[src/verilog/dcc_pkg.sv]
// package: register map, fields and types of the dual comparator control
package dcc_pkg;
  // ***************************
  // register offsets (byte addresses)
  // ***************************
  localparam logic [7:0] ctrl0_addr = 8'h00;
  localparam logic [7:0] ctrl1_addr = 8'h04;
  localparam logic [7:0] sel0_addr = 8'h08;
  localparam logic [7:0] sel1_addr = 8'h0c;
  localparam logic [7:0] pin_ctrl_addr = 8'h10;
  localparam logic [7:0] win_ctrl_addr = 8'h14;
  localparam logic [7:0] status_addr = 8'h18;
  localparam logic [7:0] irq_mask_addr = 8'h1c;
  localparam logic [7:0] irq_status_addr = 8'h20;
  // ***************************
  // reset values and codes
  // ***************************
  localparam logic [7:0] reg_reset = 8'h00;
  localparam logic [1:0] edge_toggle = 2'h0;
  localparam logic [1:0] edge_falling = 2'h2;
  localparam logic [1:0] edge_rising = 2'h3;
  localparam logic [1:0] win_above = 2'h0;
  localparam logic [1:0] win_inside = 2'h1;
  localparam logic [1:0] win_below = 2'h2;
  localparam logic [1:0] win_outside = 2'h3;
  localparam logic [2:0] pos_reserved = 3'h7;
  localparam logic [2:0] neg_reserved = 3'h5;
  localparam logic [1:0] hys_reserved = 2'h3;
  localparam int sync_stages = 2;

  typedef struct packed {
    logic [1:0] edge_trigger_select;
    logic [1:0] irq_priority_level;
    logic reserved;
    logic [1:0] hysteresis_select;
    logic enable;
  } dcc_ctrl_t;

  typedef struct packed {
    logic [1:0] reserved;
    logic [2:0] positive_input_select;
    logic [2:0] negative_input_select;
  } dcc_sel_t;

  typedef struct packed {
    logic [2:0] reserved;
    logic window_enable;
    logic [1:0] window_irq_condition;
    logic [1:0] window_irq_level;
  } dcc_win_t;

  // analog front end settings for one comparator
  typedef struct packed {
    logic enable;
    logic [1:0] hysteresis_select;
    logic [2:0] positive_input_select;
    logic [2:0] negative_input_select;
  } dcc_analog_t;
endpackage

[src/verilog/dcc_sync.sv]
// two flop synchroniser for one comparator output
`timescale 1ns/100ps
`default_nettype none
module dcc_sync (
  input wire logic clk,
  input wire logic rstn,
  input wire logic async_in,
  output logic sync_out
);
  logic stage1;
  always_ff @(posedge clk or negedge rstn) begin
    if (!rstn) begin
      stage1 <= 1'b0;
      sync_out <= 1'b0;
    end else begin
      stage1 <= async_in;
      sync_out <= stage1;
    end
  end
endmodule
`default_nettype wire

[src/verilog/dcc_edge.sv]
// edge qualification of one synchronised comparator result
`timescale 1ns/100ps
`default_nettype none
module dcc_edge (
  input wire logic clk,
  input wire logic rstn,
  input wire logic enable,
  input wire logic result,
  input wire logic [1:0] edge_trigger_select,
  output logic hit
);
  logic prev;
  logic rise;
  logic fall;
  // previous sample compared with current one
  always_ff @(posedge clk or negedge rstn) begin
    if (!rstn) begin
      prev <= 1'b0;
    end else begin
      prev <= result;
    end
  end
  assign rise = enable && result && !prev;
  assign fall = enable && !result && prev;
  always_comb begin
    case (edge_trigger_select)
      dcc_pkg::edge_toggle: hit = rise | fall;
      dcc_pkg::edge_falling: hit = fall;
      dcc_pkg::edge_rising: hit = rise;
      default: hit = 1'b0;
    endcase
  end
endmodule
`default_nettype wire

[src/verilog/dcc_top.sv]
// dual comparator control: apb registers, events, window mode, pin drive
`timescale 1ns/100ps
`default_nettype none
module dcc_top (
  input wire logic clk,
  input wire logic rstn,
  input wire logic psel,
  input wire logic penable,
  input wire logic pwrite,
  input wire logic [7:0] paddr,
  input wire logic [31:0] pwdata,
  output logic [31:0] prdata,
  output logic pready,
  output logic pslverr,
  input wire logic [1:0] analog_result,
  input wire logic [2:0] irq_ack,
  output dcc_pkg::dcc_analog_t analog_zero,
  output dcc_pkg::dcc_analog_t analog_one,
  output logic [1:0] comparator_event,
  output logic window_event,
  output logic [2:0] irq_request,
  output logic [1:0] pin_out,
  output logic [1:0] pin_oe,
  output logic irq
);
  // ***************************
  // register state
  // ***************************
  dcc_pkg::dcc_ctrl_t ctrl [2];
  dcc_pkg::dcc_sel_t sel [2];
  dcc_pkg::dcc_win_t win;
  logic [1:0] pin_drive;
  logic [2:0] flags;
  logic [2:0] irq_mask;
  logic [2:0] irq_status;
  logic [1:0] window_current_state;
  logic [1:0] result;
  logic [1:0] hit;
  logic window_hit;
  logic [1:0] prev_window_state;
  logic window_valid;
  logic setup;
  logic wr;
  logic rd;
  logic mapped;
  logic [2:0] set_flags;
  logic [2:0] wr_clear;
  logic [2:0] next_flags;
  logic [2:0] next_irq_status;
  logic [7:0] status_byte;
  logic [7:0] read_byte;

  // ***************************
  // comparator result paths
  // ***************************
  genvar g;
  generate
    for (g = 0; g < 2; g++) begin : gen_cmp
      logic raw_sync;
      dcc_sync u_sync (
        .clk(clk),
        .rstn(rstn),
        .async_in(analog_result[g]),
        .sync_out(raw_sync)
      );
      // disabled comparator reads as zero
      assign result[g] = raw_sync & ctrl[g].enable;
      dcc_edge u_edge (
        .clk(clk),
        .rstn(rstn),
        .enable(ctrl[g].enable),
        .result(result[g]),
        .edge_trigger_select(ctrl[g].edge_trigger_select),
        .hit(hit[g])
      );
    end
  endgenerate

  // ***************************
  // window mode
  // ***************************
  // comparator zero is upper limit, comparator one lower limit
  always_comb begin
    if (!result[0]) begin
      window_current_state = dcc_pkg::win_above;
    end else if (result[1]) begin
      window_current_state = dcc_pkg::win_inside;
    end else begin
      window_current_state = dcc_pkg::win_below;
    end
  end
  assign window_valid = win.window_enable && ctrl[0].enable && ctrl[1].enable;

  always_ff @(posedge clk or negedge rstn) begin
    if (!rstn) begin
      prev_window_state <= dcc_pkg::win_above;
    end else begin
      prev_window_state <= window_current_state;
    end
  end

  // event on entering the selected region
  always_comb begin
    logic now_in;
    logic was_in;
    now_in = 1'b0;
    was_in = 1'b0;
    case (win.window_irq_condition)
      dcc_pkg::win_above: begin
        now_in = window_current_state == dcc_pkg::win_above;
        was_in = prev_window_state == dcc_pkg::win_above;
      end
      dcc_pkg::win_inside: begin
        now_in = window_current_state == dcc_pkg::win_inside;
        was_in = prev_window_state == dcc_pkg::win_inside;
      end
      dcc_pkg::win_below: begin
        now_in = window_current_state == dcc_pkg::win_below;
        was_in = prev_window_state == dcc_pkg::win_below;
      end
      default: begin
        now_in = window_current_state != dcc_pkg::win_inside;
        was_in = prev_window_state != dcc_pkg::win_inside;
      end
    endcase
    window_hit = window_valid && now_in && !was_in;
  end

  // ***************************
  // apb decode
  // ***************************
  assign setup = psel && !penable;
  assign wr = psel && penable && pwrite;
  assign rd = psel && penable && !pwrite;
  always_comb begin
    case (paddr)
      dcc_pkg::ctrl0_addr, dcc_pkg::ctrl1_addr, dcc_pkg::sel0_addr,
      dcc_pkg::sel1_addr, dcc_pkg::pin_ctrl_addr, dcc_pkg::win_ctrl_addr,
      dcc_pkg::status_addr, dcc_pkg::irq_mask_addr,
      dcc_pkg::irq_status_addr: mapped = 1'b1;
      default: mapped = 1'b0;
    endcase
  end

  // no wait state: answer in the first access cycle
  always_ff @(posedge clk or negedge rstn) begin
    if (!rstn) begin
      pready <= 1'b0;
    end else begin
      pready <= setup;
    end
  end

  always_ff @(posedge clk or negedge rstn) begin
    if (!rstn) begin
      pslverr <= 1'b0;
    end else begin
      pslverr <= setup && !mapped;
    end
  end
  logic take_wr;
  logic take_rd;
  assign take_wr = wr && pready && mapped;
  assign take_rd = rd && pready && mapped;

  // ***************************
  // configuration registers
  // ***************************
  always_ff @(posedge clk or negedge rstn) begin
    if (!rstn) begin
      ctrl[0] <= dcc_pkg::reg_reset;
      ctrl[1] <= dcc_pkg::reg_reset;
    end else if (take_wr && paddr == dcc_pkg::ctrl0_addr) begin
      // reserved bit stays zero
      ctrl[0] <= pwdata[7:0] & 8'hf7;
    end else if (take_wr && paddr == dcc_pkg::ctrl1_addr) begin
      ctrl[1] <= pwdata[7:0] & 8'hf7;
    end
  end

  always_ff @(posedge clk or negedge rstn) begin
    if (!rstn) begin
      sel[0] <= dcc_pkg::reg_reset;
      sel[1] <= dcc_pkg::reg_reset;
    end else if (take_wr && paddr == dcc_pkg::sel0_addr) begin
      // reserved bits stay zero
      sel[0] <= pwdata[7:0] & 8'h3f;
    end else if (take_wr && paddr == dcc_pkg::sel1_addr) begin
      sel[1] <= pwdata[7:0] & 8'h3f;
    end
  end

  always_ff @(posedge clk or negedge rstn) begin
    if (!rstn) begin
      win <= dcc_pkg::reg_reset;
    end else if (take_wr && paddr == dcc_pkg::win_ctrl_addr) begin
      win <= pwdata[7:0] & 8'h1f;
    end
  end

  always_ff @(posedge clk or negedge rstn) begin
    if (!rstn) begin
      pin_drive <= 2'h0;
    end else if (take_wr && paddr == dcc_pkg::pin_ctrl_addr) begin
      pin_drive <= pwdata[1:0];
    end
  end

  always_ff @(posedge clk or negedge rstn) begin
    if (!rstn) begin
      irq_mask <= 3'h0;
    end else if (take_wr && paddr == dcc_pkg::irq_mask_addr) begin
      irq_mask <= pwdata[2:0];
    end
  end

  // ***************************
  // flags and events
  // ***************************
  assign set_flags = {window_hit, hit[1], hit[0]};
  assign wr_clear = (take_wr && paddr == dcc_pkg::status_addr) ? pwdata[2:0] : 3'h0;
  // set wins over clear
  assign next_flags = set_flags | (flags & ~wr_clear & ~irq_ack);
  assign next_irq_status = set_flags |
    ((take_rd && paddr == dcc_pkg::irq_status_addr) ? 3'h0 : irq_status);

  always_ff @(posedge clk or negedge rstn) begin
    if (!rstn) begin
      flags <= 3'h0;
    end else begin
      flags <= next_flags;
    end
  end

  always_ff @(posedge clk or negedge rstn) begin
    if (!rstn) begin
      irq_status <= 3'h0;
    end else begin
      irq_status <= next_irq_status;
    end
  end

  always_ff @(posedge clk or negedge rstn) begin
    if (!rstn) begin
      comparator_event <= 2'h0;
      window_event <= 1'b0;
    end else begin
      comparator_event <= hit;
      window_event <= window_hit;
    end
  end

  always_ff @(posedge clk or negedge rstn) begin
    if (!rstn) begin
      irq_request <= 3'h0;
    end else begin
      irq_request <= next_flags & {win.window_irq_level != 2'h0,
        ctrl[1].irq_priority_level != 2'h0,
        ctrl[0].irq_priority_level != 2'h0};
    end
  end

  always_ff @(posedge clk or negedge rstn) begin
    if (!rstn) begin
      irq <= 1'b0;
    end else begin
      irq <= |(next_irq_status & irq_mask);
    end
  end

  // ***************************
  // analog settings and pins
  // ***************************
  always_ff @(posedge clk or negedge rstn) begin
    if (!rstn) begin
      analog_zero <= '0;
      analog_one <= '0;
    end else begin
      analog_zero <= {ctrl[0].enable, ctrl[0].hysteresis_select,
        sel[0].positive_input_select, sel[0].negative_input_select};
      analog_one <= {ctrl[1].enable, ctrl[1].hysteresis_select,
        sel[1].positive_input_select, sel[1].negative_input_select};
    end
  end

  always_ff @(posedge clk or negedge rstn) begin
    if (!rstn) begin
      pin_out <= 2'h0;
      pin_oe <= 2'h0;
    end else begin
      // bit 0 is pin 7, bit 1 is pin 6
      pin_out <= result;
      pin_oe <= pin_drive;
    end
  end

  // ***************************
  // read data
  // ***************************
  assign status_byte = {window_valid ? window_current_state : dcc_pkg::win_above,
    result[1], result[0], 1'b0, flags};
  always_comb begin
    case (paddr)
      dcc_pkg::ctrl0_addr: read_byte = ctrl[0];
      dcc_pkg::ctrl1_addr: read_byte = ctrl[1];
      dcc_pkg::sel0_addr: read_byte = sel[0];
      dcc_pkg::sel1_addr: read_byte = sel[1];
      dcc_pkg::pin_ctrl_addr: read_byte = {6'h00, pin_drive};
      dcc_pkg::win_ctrl_addr: read_byte = win;
      dcc_pkg::status_addr: read_byte = status_byte;
      dcc_pkg::irq_mask_addr: read_byte = {5'h00, irq_mask};
      dcc_pkg::irq_status_addr: read_byte = {5'h00, irq_status};
      default: read_byte = 8'h00;
    endcase
  end
  always_ff @(posedge clk or negedge rstn) begin
    if (!rstn) begin
      prdata <= 32'h0;
    end else if (setup) begin
      prdata <= {24'h0, read_byte};
    end
  end
endmodule
`default_nettype wire

[config.mk]
export PLATFORM = sky130hd
export DESIGN_NAME = dcc_top
export DESIGN_NICKNAME = d
export VERILOG_FILES = /design/src/verilog/dcc_pkg.sv /design/src/verilog/dcc_sync.sv /design/src/verilog/dcc_edge.sv /design/src/verilog/dcc_top.sv
export SDC_FILE = /design/constraint.sdc
export NUM_CORES = 1
export LEC_CHECK = 0
export BUFFER_PORTS_ARGS = -buffer_cell sky130_fd_sc_hd__buf_2
export CORE_MARGIN = 2
export CORE_UTILIZATION = 52
export DETAILED_ROUTE_END_ITERATION = 6
export HOLD_SLACK_MARGIN = 0.05
export MAX_ROUTING_LAYER = met4
export PLACE_DENSITY_LB_ADDON = 0.05
export SKIP_CTS_REPAIR_TIMING = 1
export SLEW_MARGIN = 25
export SYNTH_ARGS = -nofsm -noshare
export SYNTH_HDL_FRONTEND = slang
export SYNTH_SLANG_ARGS = --single-unit
[constraint.sdc]
create_clock -name clk -period 2.55 [get_ports clk]
set_input_delay 0.1275 -clock clk [delete_from_list [all_inputs] [get_ports clk]]
set_output_delay 0.1275 -clock clk [all_outputs]
set_load 0.005 [all_outputs]
==> flow_summary_export.csv, run 1 <==
group,metric,value,unit
power_and_ir_drop,total_leakage_power,2.300,nW
timing,final-setup-viol-count,0,
timing,finalCritPeriodShare,0.8967,
cts,numCtsBuffers,9,
cts,clockBufferDepth,2,
synthesis,ys.warnings.count,0,
floorplan,coreArea,7253,um2
synthesis,yosys_most_used_dff,"dfrtp_1",
drt,wl_met3,611,um
cts,htree_levels,3,
drt,wl,8.672,mm
finish,nets,429,
cts,clkSinkCount,87,
cts,clkTransAtPathRegs,80,ps
setup_path,critPathLaunchType,"flop",
place,placed_cell_area,4195,um2
place,dp_hpwl,6.152,mm
synthesis,syn-instance-count,303,
outcome,status,"completed",
floorplan,fp.dieW,90.53,um
global_route,grt-ovfl-total,0,
drt,met1_length,3.820,mm
finish,area_growth,14.04,%
setup_path,critPathCaptureType,"flop",
floorplan,die_y,90.53,um
drt,routedWlPerCell,18.14,um
timing,skew,8.283,ps
global_route,first_global_vias,2622,
global_route,grt_max_degree,88,
floorplan,initial_utilization,0.5368,
global_route,antenna_found_initial,0,
drt,top_layer_used,"met4",
setup_path,cp_max_fo,3,
timing,worst_slew_pin_slew,793.2,ps
cts,cts_root_buf,"clkbuf_8",
floorplan,rows,31,
global_route,grt_first_pass_wirelength,13.84,mm
setup_path,critPathMaxStageDelay,480,ps
setup_path,crit_type,"flop to flop",
drt,drc_errors,0,
timing,relSlewSlack,0.4656,
synthesis,syn_avg_cell_area,12.85,um2
timing,fin_tns_setup,0,ps
global_route,groute.usage.overall,0.2284,
timing,layout_min_cycle_time,2287,ps
finish,design_area,4441,um2
setup_path,worstPathCellList,"inv_1 > ha_1 > and4b_1 > or4_1 > a221oi_2 > a21o_1 > a221o_1",
drt,ant_nets,0,
power_and_ir_drop,ir_drop,324.5,uV
floorplan,io_pins,113,
power_and_ir_drop,power.density,555.8,nW/um2
place,io_buffers,64,
finish,drive_gt1_frac,0.3562,
finish,n_antenna_cell,0,
drt,vias,2616,
drt,drt_pass1_iterations,4,
drt,vias_per_cell,5.473,
setup_path,rrSetupSlack,260,ps
setup_path,cp.arrival,2580,ps
timing,finalHoldViolCount,0,
cts,worstSkewPairLatency,350,ps
floorplan,die_area,8196,um2
drt,drt_iter0_markers,176,
synthesis,synth-seq-cells,87,
setup_path,crit_buf_inv,1,
timing,fmax,437.3,MHz
synthesis,yosysSeqAreaShare,0.5591,
setup_path,cp_top_family,"compound AO/OA/AOI/OAI gates",
place,place_congestion,0.9094,
run,drv_cap,0,
drt,routed-wl-met2,4.079,mm
setup_path,cpMaxStageDelayCell,"or4_1",
cts,cts_tree,"built",
synthesis,netlist_area,3894,um2
synthesis,synthArstFlopShare,1.000,
min_path,hold_class,"input port to flop",
timing,slew_violations,0,
timing,rsz0062_at_grt,"no",
setup_path,required,2840,ps
synthesis,yosysUniqueCellTypes,60,
synthesis,synth_edf_count,0,
[cells by family (layout without fill, tap and decap cells)]
group,after synthesis,after routing,share of synthesized area
other cells,1,24,0.0009631
fa+ha+maj,3,3,0.009641
xor+xnor,1,1,0.002250
compound gates,40,40,0.07262
mux,49,49,0.1578
simple gates,77,77,0.1208
flops,87,87,0.5591
buf+inv,45,98,0.07680
[layout by cell type, fill, tap and decap left out, drive strengths merged, types with 4 or more instances in the layout]
cell and instances:
mux4 4, mux2i 7, nor3 9, inv 11
o21ai 9, nor2 12, mux2 38, nand3b 4
dfrtp 87, a21oi 6, dlygate4sd3 6, nand2 21
conb 24, buf 67, clkbuf 10
[where the power goes]
part	switching [mW]	internal, mW
clock	0.458	0.465
sequential	0.00837	1.39
combinational	0.0956	0.0507
total	0.562	1.91
[through the flow]
| stage | utilization | total power, mW | std cells | setup slack [ps] | hold WS, ps |
|---|---|---|---|---|---|
| floorplan | - | 1.513 | 326 | 601.5 | -168.1 |
| global placement | 0.5779 | 1.563 | 458 | 336.2 | 235.8 |
| detailed placement | 0.5784 | 1.566 | 458 | 286.5 | 239.6 |
| CTS | 0.6039 | 2.494 | 472 | 268.5 | -152.0 |
| global route | 0.6122 | 2.573 | 478 | 133.2 | 63.64 |
| finish | 0.6122 | 2.468 | 478 | 263.3 | 48.92 |
[path summary, 6_finish.rpt]
kind / depth (start not counted) / end / startpoint
worst max-delay path: 7 / irq / win[2]
worst min-delay path: 3 / flags[1] / irq_ack[1]
worst max register to register: 7 / irq / win[2]
worst min register to register: 0 / gen_cmp[0].u_sync.sync_out / gen_cmp[0].u_sync.stage1
max in group asynchronous: 2 / win[3] / rstn
min in group asynchronous: 2 / sel[3] / rstn
[worst register-to-register path, delay by kind of cell (launching register included)]
kind	cells	cell delay [ps]
AOI/OAI and AO/OA	3	720
buffers and inverters	1	100
adders and majority gates	1	330
and+or+nand+nor	2	690
DFF	1	400
[synthesized netlist by cell type, types with 4 or more instances]
library cell | n | area [um2]
dfrtp_1 | 87 | 2177
mux2_2 | 31 | 349.1
buf_4 | 27 | 202.7
nand2_1 | 21 | 78.83
inv_1 | 11 | 41.29
nor2_1 | 9 | 33.78
nor3_1 | 9 | 45.04
o21ai_0 | 9 | 45.04
mux2_4 | 7 | 105.1
mux2i_1 | 7 | 70.07
a21oi_1 | 6 | 30.03
mux4_2 | 4 | 90.09
[final cells by class]
type,count,area (um2)
Tap cell,99,123.9
Clock buffer,10,137.6
Inverter,11,41.29
Multi-Input combinational cell,194,1504
Timing Repair Buffer,73,409.1
Sequential cell,87,2177
Fill cell,614,2813
Clock inverter,4,47.55
[flip-flops by register name, indices dropped and copies added (netlist names), 3 cells and up]
register	flops
irq_status	3
irq_request	3
analog_zero	9
sel	12
prdata	8
ctrl	14
flags	3
analog_one	9
irq_mask	3
win	5
[layer usage]
metal  GRT usage  vias to the layer above
li1            -                     1186
met5           -                        -
met3     0.05593                       12
met1      0.3115                     1305
met4     0.07308                        0
met2      0.3408                      113
No activity file was read; power rests on OpenSTA's default activity.
==> run 2, diff against run 1 <==
--- a/config.mk
+++ b/config.mk
@@ -6,12 +6,14 @@
 export NUM_CORES = 1
 export LEC_CHECK = 0
 export BUFFER_PORTS_ARGS = -buffer_cell sky130_fd_sc_hd__buf_2
-export CORE_MARGIN = 2
+export CORE_ASPECT_RATIO = 1.25
+export CORE_MARGIN = 1
 export CORE_UTILIZATION = 52
 export DETAILED_ROUTE_END_ITERATION = 6
 export HOLD_SLACK_MARGIN = 0.05
 export MAX_ROUTING_LAYER = met4
 export PLACE_DENSITY_LB_ADDON = 0.05
+export RECOVER_POWER = 100
 export SKIP_CTS_REPAIR_TIMING = 1
 export SLEW_MARGIN = 25
 export SYNTH_ARGS = -nofsm -noshare
==> flow_summary_export.csv, run 2 (synthesized netlist as in run 1, its figures left out) <==
group,metric,value,unit
setup_path,cp.arrival,2550,ps
cts,cts_root_buf,"clkbuf_8",
floorplan,rows,34,
floorplan,io_pins,113,
timing,worst_slew_pin_slew,1138,ps
place,place_inst,454,
setup_path,required,2840,ps
timing,fmax,442.3,MHz
floorplan,die_area,7840,um2
place,place_congestion,0.8872,
floorplan,coreArea,7104,um2
place,placed_cell_area,4218,um2
global_route,grt_max_degree,48,
power_and_ir_drop,power.density,562.4,nW/um2
finish,regMostFlops,"ctrl",
global_route,grt_first_pass_wirelength,13.58,mm
power_and_ir_drop,seqPwrFrac,0.563,
finish,design_area,4415,um2
timing,skew,8.552,ps
finish,nets,435,
cts,clkTransAtPathRegs,80,ps
run,drv_cap,0,
setup_path,rrSetupSlack,290,ps
power_and_ir_drop,p_switching,0.5847,mW
min_path,hold_class,"input port to flop",
cts,clkSinkCount,87,
place,place_ws,319.6,ps
cts,htree_levels,3,
setup_path,cp_max_fo,3,
timing,finalHoldViolCount,0,
power_and_ir_drop,clkPwrFrac,0.378,
power_and_ir_drop,total_leakage_power,2.256,nW
power_and_ir_drop,switching_share,0.2354,
setup_path,crit_type,"flop to flop",
drt,vias_per_cell,5.417,
finish,largest_reg_flops,14,
floorplan,die_y,98.75,um
power_and_ir_drop,ir_drop,340.9,uV
cts,worstSkewPairLatency,340,ps
cts,numCtsBuffers,9,
setup_path,worstPathCellList,"inv_1 > ha_1 > and4b_1 > or4_1 > a221oi_2 > a31o_2 > o21a_1",
cts,cts_tree,"built",
finish,stdcell_count,477,
timing,slew_violations,0,
timing,rsz0062_at_grt,"no",
cts,clockBufferDepth,2,
finish,multi_input_area,1468,um2
drt,ant_nets,0,
timing,layout_min_cycle_time,2261,ps
drt,drt_pass1_iterations,4,
finish,drive_gt1_frac,0.3075,
timing,finalCritPeriodShare,0.8866,
finish,largest_registers,"ctrl: 14 flops, sel: 12 flops",
setup_path,startpoint,"win[2]",
global_route,grt-ovfl-total,0,
setup_path,cpMaxStageDelayCell,"or4_1",
finish,final_common_cell,"dfrtp_1",
setup_path,critPathLaunchType,"flop",
setup_path,reg2regPathDepth,7,
finish,n_fill_cell,586,
global_route,antenna_found_initial,0,
power_and_ir_drop,total_power,2.483,mW
timing,fin_tns_setup,0,ps
place,dp_hpwl,6.326,mm
finish,area_growth,13.40,%
finish,fin_util,0.6215,
drt,drc_errors,0,
floorplan,initial_utilization,0.5481,
setup_path,r2r-start,"win[2]",
finish,seq_area,2177,um2
drt,vias,2584,
timing,setup_ws,289.2,ps
global_route,first_global_vias,2618,
floorplan,fp.dieW,79.40,um
global_route,groute.usage.overall,0.2439,
drt,wl,8.623,mm
drt,routedWlPerCell,18.08,um
setup_path,critPathMaxStageDelay,490,ps
setup_path,critPathCaptureType,"flop",
finish,final_cell_mix,"dfrtp_1, buf_2, mux2_2",
place,io_buffers,64,
drt,drt_iter0_markers,122,
power_and_ir_drop,pwr-share-comb,0.059,
setup_path,cp-endpoint,"irq_request[2]",
timing,final-setup-viol-count,0,
finish,n_antenna_cell,0,
outcome,status,"completed",
power_and_ir_drop,p_int,1.899,mW
setup_path,r2r-end,"irq_request[2]",
timing,relSlewSlack,0.2415,
timing,holdWs,67.33,ps
==> run 2: cell count changes in the layout (fill, tap and decap cells not counted), sizes merged <==
| cell | previous run | this run |
|---|---|---|
| clkinvlp | 1 | 2 |
| dlygate4sd3 | 6 | 7 |
| inv | 11 | 13 |
| clkbuf | 10 | 25 |
| buf | 67 | 57 |
| clkinv | 2 | 1 |
==> run 2: cell type report <==
| cell class | instances | area share |
|---|---|---|
| flip-flops and latches | 87 | 0.4931 |
| multi-input cells | 194 | 0.3324 |
| repair buffers | 79 | 0.09549 |
| clock buffers | 10 | 0.02890 |
| well taps | 90 | 0.02550 |
| clock inverters | 6 | 0.01530 |
| inverters | 11 | 0.009351 |
==> run 2: how the worst min path moves through the flow <==
stage,start,end,depth (start not counted)
after floorplan,rstn,analog_one[0],0
after global placement,rstn,gen_cmp[1].u_sync.sync_out,1
after detailed placement,rstn,gen_cmp[0].u_sync.sync_out,1
after CTS,rstn,prdata[5],1
after global routing,irq_ack[1],flags[1],3
final,irq_ack[1],flags[1],3
==> run 2: per-layer routing <==
metal  track usage  vias up  wire (um)  share of wire
li1              -     1204          -              -
met1        0.3049     1275       3620           0.42
met2        0.3773       84       4363           0.51
met3       0.04907       21        360          0.042
met4        0.1203        0        278          0.032
met5             -        -          0              0
==> run 2: critical path, delay by kind of cell (launching register included) <==
family	cells	cell delay, ps
flops	1	390
fa+ha+maj	1	340
simple gates	2	700
buf+inv	1	100
compound gates	3	690
==> run 2: power by group through the flow <==
stage               clock (mW)  combinational, mW  sequential, mW
finish                   0.940              0.146            1.40
global placement             0              0.141            1.43
floorplan                    0             0.0888            1.42
global route              1.03              0.163            1.40
CTS                      0.969              0.143            1.40
detailed placement           0              0.143            1.43
==> run 3, diff against run 2 <==
--- a/config.mk
+++ b/config.mk
@@ -18,4 +18,5 @@
 export SLEW_MARGIN = 25
 export SYNTH_ARGS = -nofsm -noshare
 export SYNTH_HDL_FRONTEND = slang
+export SYNTH_HIERARCHICAL = 1
 export SYNTH_SLANG_ARGS = --single-unit
==> constraint.sdc (replaced) <==
create_clock -name clk -period 2.4 [get_ports clk]
set_input_delay 0.12 -clock clk [delete_from_list [all_inputs] [get_ports clk]]
set_output_delay 0.12 -clock clk [all_outputs]
set_load 0.005 [all_outputs]
==> flow_summary_export.csv, run 3 <==
group,metric,value,unit
cts,clkSinkCount,89,
synthesis,syn_avg_cell_area,12.73,um2
global_route,grt_first_pass_wirelength,14.88,mm
synthesis,yosysSeqAreaShare,0.5535,
timing,finalCritPeriodShare,0.8904,
floorplan,die_area,8096,um2
finish,final_cell_mix,"dfrtp_1, buf_2, mux2_2",
synthesis,yosysUniqueCellTypes,60,
power_and_ir_drop,total_leakage_power,2.298,nW
finish,area_growth,13.96,%
setup_path,cp_max_fo,10,
power_and_ir_drop,power.density,602.0,nW/um2
drt,routed-wl-met2,4.965,mm
synthesis,synthArstFlopShare,1.000,
floorplan,initial_utilization,0.5405,
setup_path,cp.arrival,2390,ps
setup_path,critPathLaunchType,"flop",
timing,worst_slew_pin_slew,1353,ps
synthesis,yosysTopAreaCellShare,0.5535,
synthesis,yosys_most_used_dff,"dfrtp_1",
place,io_buffers,64,
drt,wl_met3,497,um
setup_path,reg2regPathDepth,5,
timing,layout_min_cycle_time,2137,ps
finish,largest_registers,"ctrl: 14 flops, sel: 12 flops",
timing,skew,9.444,ps
drt,met1_length,3.948,mm
timing,final-setup-viol-count,0,
timing,holdWs,53.38,ps
cts,clkTransAtPathRegs,90,ps
floorplan,fp.dieW,80.68,um
global_route,antenna_found_initial,0,
drt,ant_nets,0,
place,place_inst,470,
drt,vias_per_cell,5.692,
drt,routedWlPerCell,19.37,um
floorplan,die_y,100.4,um
cts,cts_root_buf,"clkbuf_8",
global_route,grt_max_degree,56,
finish,final_common_cell,"dfrtp_1",
timing,finalHoldViolCount,0,
outcome,status,"completed",
cts,cts_tree,"built",
synthesis,synth-seq-cells,89,
setup_path,required,2650,ps
setup_path,critPathCaptureType,"flop",
finish,stdcell_count,493,
floorplan,rows,35,
timing,relSlewSlack,0.09774,
drt,drt_iter0_markers,219,
synthesis,synthTopCellsByArea,"dfrtp_1, mux2_2, buf_4, nand3_1, mux4_2",
drt,top_layer_used,"met4",
finish,drive_gt1_frac,0.3092,
place,place_congestion,0.8676,
timing,rsz0062_at_grt,"no",
run,drv_cap,0,
cts,numCtsBuffers,9,
floorplan,coreArea,7445,um2
finish,n_antenna_cell,0,
timing,slew_violations,0,
synthesis,yosysTopAreaCell,"dfrtp_1",
cts,clockBufferDepth,2,
drt,wl,9.548,mm
global_route,grt-ovfl-total,0,
finish,nets,449,
min_path,hold_class,"input port to flop",
synthesis,netlist_area,4024,um2
floorplan,io_pins,113,
synthesis,synth_edf_count,0,
cts,worstSkewPairLatency,370,ps
min_path,hold_depth,2,
power_and_ir_drop,total_power,2.760,mW
place,dp_hpwl,6.636,mm
finish,largest_reg_flops,14,
global_route,first_global_vias,2721,
power_and_ir_drop,ir_drop,391.8,uV
cts,htree_levels,3,
synthesis,synth_most_common_cell,"dfrtp_1",
global_route,groute.usage.overall,0.2636,
finish,regMostFlops,"ctrl",
drt,vias,2806,
synthesis,syn-instance-count,316,
timing,fmax,468.0,MHz
timing,fin_tns_setup,0,ps
synthesis,synth_common_cells,"dfrtp_1, mux2_2, buf_4, nor2_1",
drt,drt_pass1_iterations,4,
setup_path,crit_type,"flop to flop",
synthesis,ys.warnings.count,6,
drt,drc_errors,0,
[run 3: cell count changes after synthesis, sizes merged, moves of 3 or more]
| cell | previous run | this run |
|---|---|---|
| mux2i | 7 | 4 |
| mux2 | 38 | 41 |
| nand3 | 2 | 11 |
| nand4 | 3 | 6 |
| nand2 | 21 | 12 |
| o31a | 0 | 4 |
| o21ai | 9 | 4 |
| nor4b | 2 | 6 |
| nor2 | 12 | 17 |
| nor3 | 9 | 2 |
[run 3: cells by family (layout without fill, tap and decap cells)]
kind of cell	Yosys count	in the layout	synth area share
compound gates	46	46	0.08552
fa+ha+maj	3	3	0.009329
buf+inv	44	106	0.06654
flops	89	89	0.5535
mux	47	47	0.1359
other cells	1	24	0.0009319
simple gates	86	86	0.1483
[run 3: stage by stage]
stage	cell area [um2]	worst slack [ps]	utilization
2_1_floorplan	4110	676.4	-
3_3_place_gp	4382	401.2	0.5886
3_5_place_dp	4382	382.4	0.5886
4_1_cts	4583	343.6	0.6156
5_1_grt	4586	183.3	0.6160
6_report	4586	263.0	0.6160
[run 3: cell type report]
type | instances | area (um2)
Clock buffer | 9 | 123.9
Clock inverter | 7 | 77.57
Fill cell | 629 | 2859
Inverter | 11 | 41.29
Multi-Input combinational cell | 206 | 1585
Sequential cell | 89 | 2227
Tap cell | 92 | 115.1
Timing Repair Buffer | 79 | 415.4
[run 3: critical path, cell delays in order, from the launching register on]
cell and delay (ps):
dfrtp_1 490, and2_0 340, and4b_1 250, o31a_1 390
a22o_1 250, a211o_1 290
[run 3: routing by layer]
| metal | GRT usage | up-vias |
|---|---|---|
| li1 | - | 1259 |
| met1 | 0.3327 | 1420 |
| met2 | 0.4250 | 116 |
| met3 | 0.03545 | 11 |
| met4 | 0.1113 | 0 |
| met5 | - | - |
[run 3: final timing paths]
kind | from | endpoint | slack, ps
hold reg to reg | gen_cmp[1].u_sync/stage1 | gen_cmp[1].u_sync/sync_out | 360
setup reg to reg | ctrl[0] | irq | 260
hold / removal | pwdata[4] | ctrl[12] | 50
min in group asynchronous | rstn | analog_one[7] | 590
setup / recovery | ctrl[0] | irq | 260
max in group asynchronous | rstn | sel[4] | 720
[run 3: power by group]
group          internal, mW  switching, mW
clock                 0.490          0.564
sequential             1.52         0.0124
combinational        0.0584          0.119
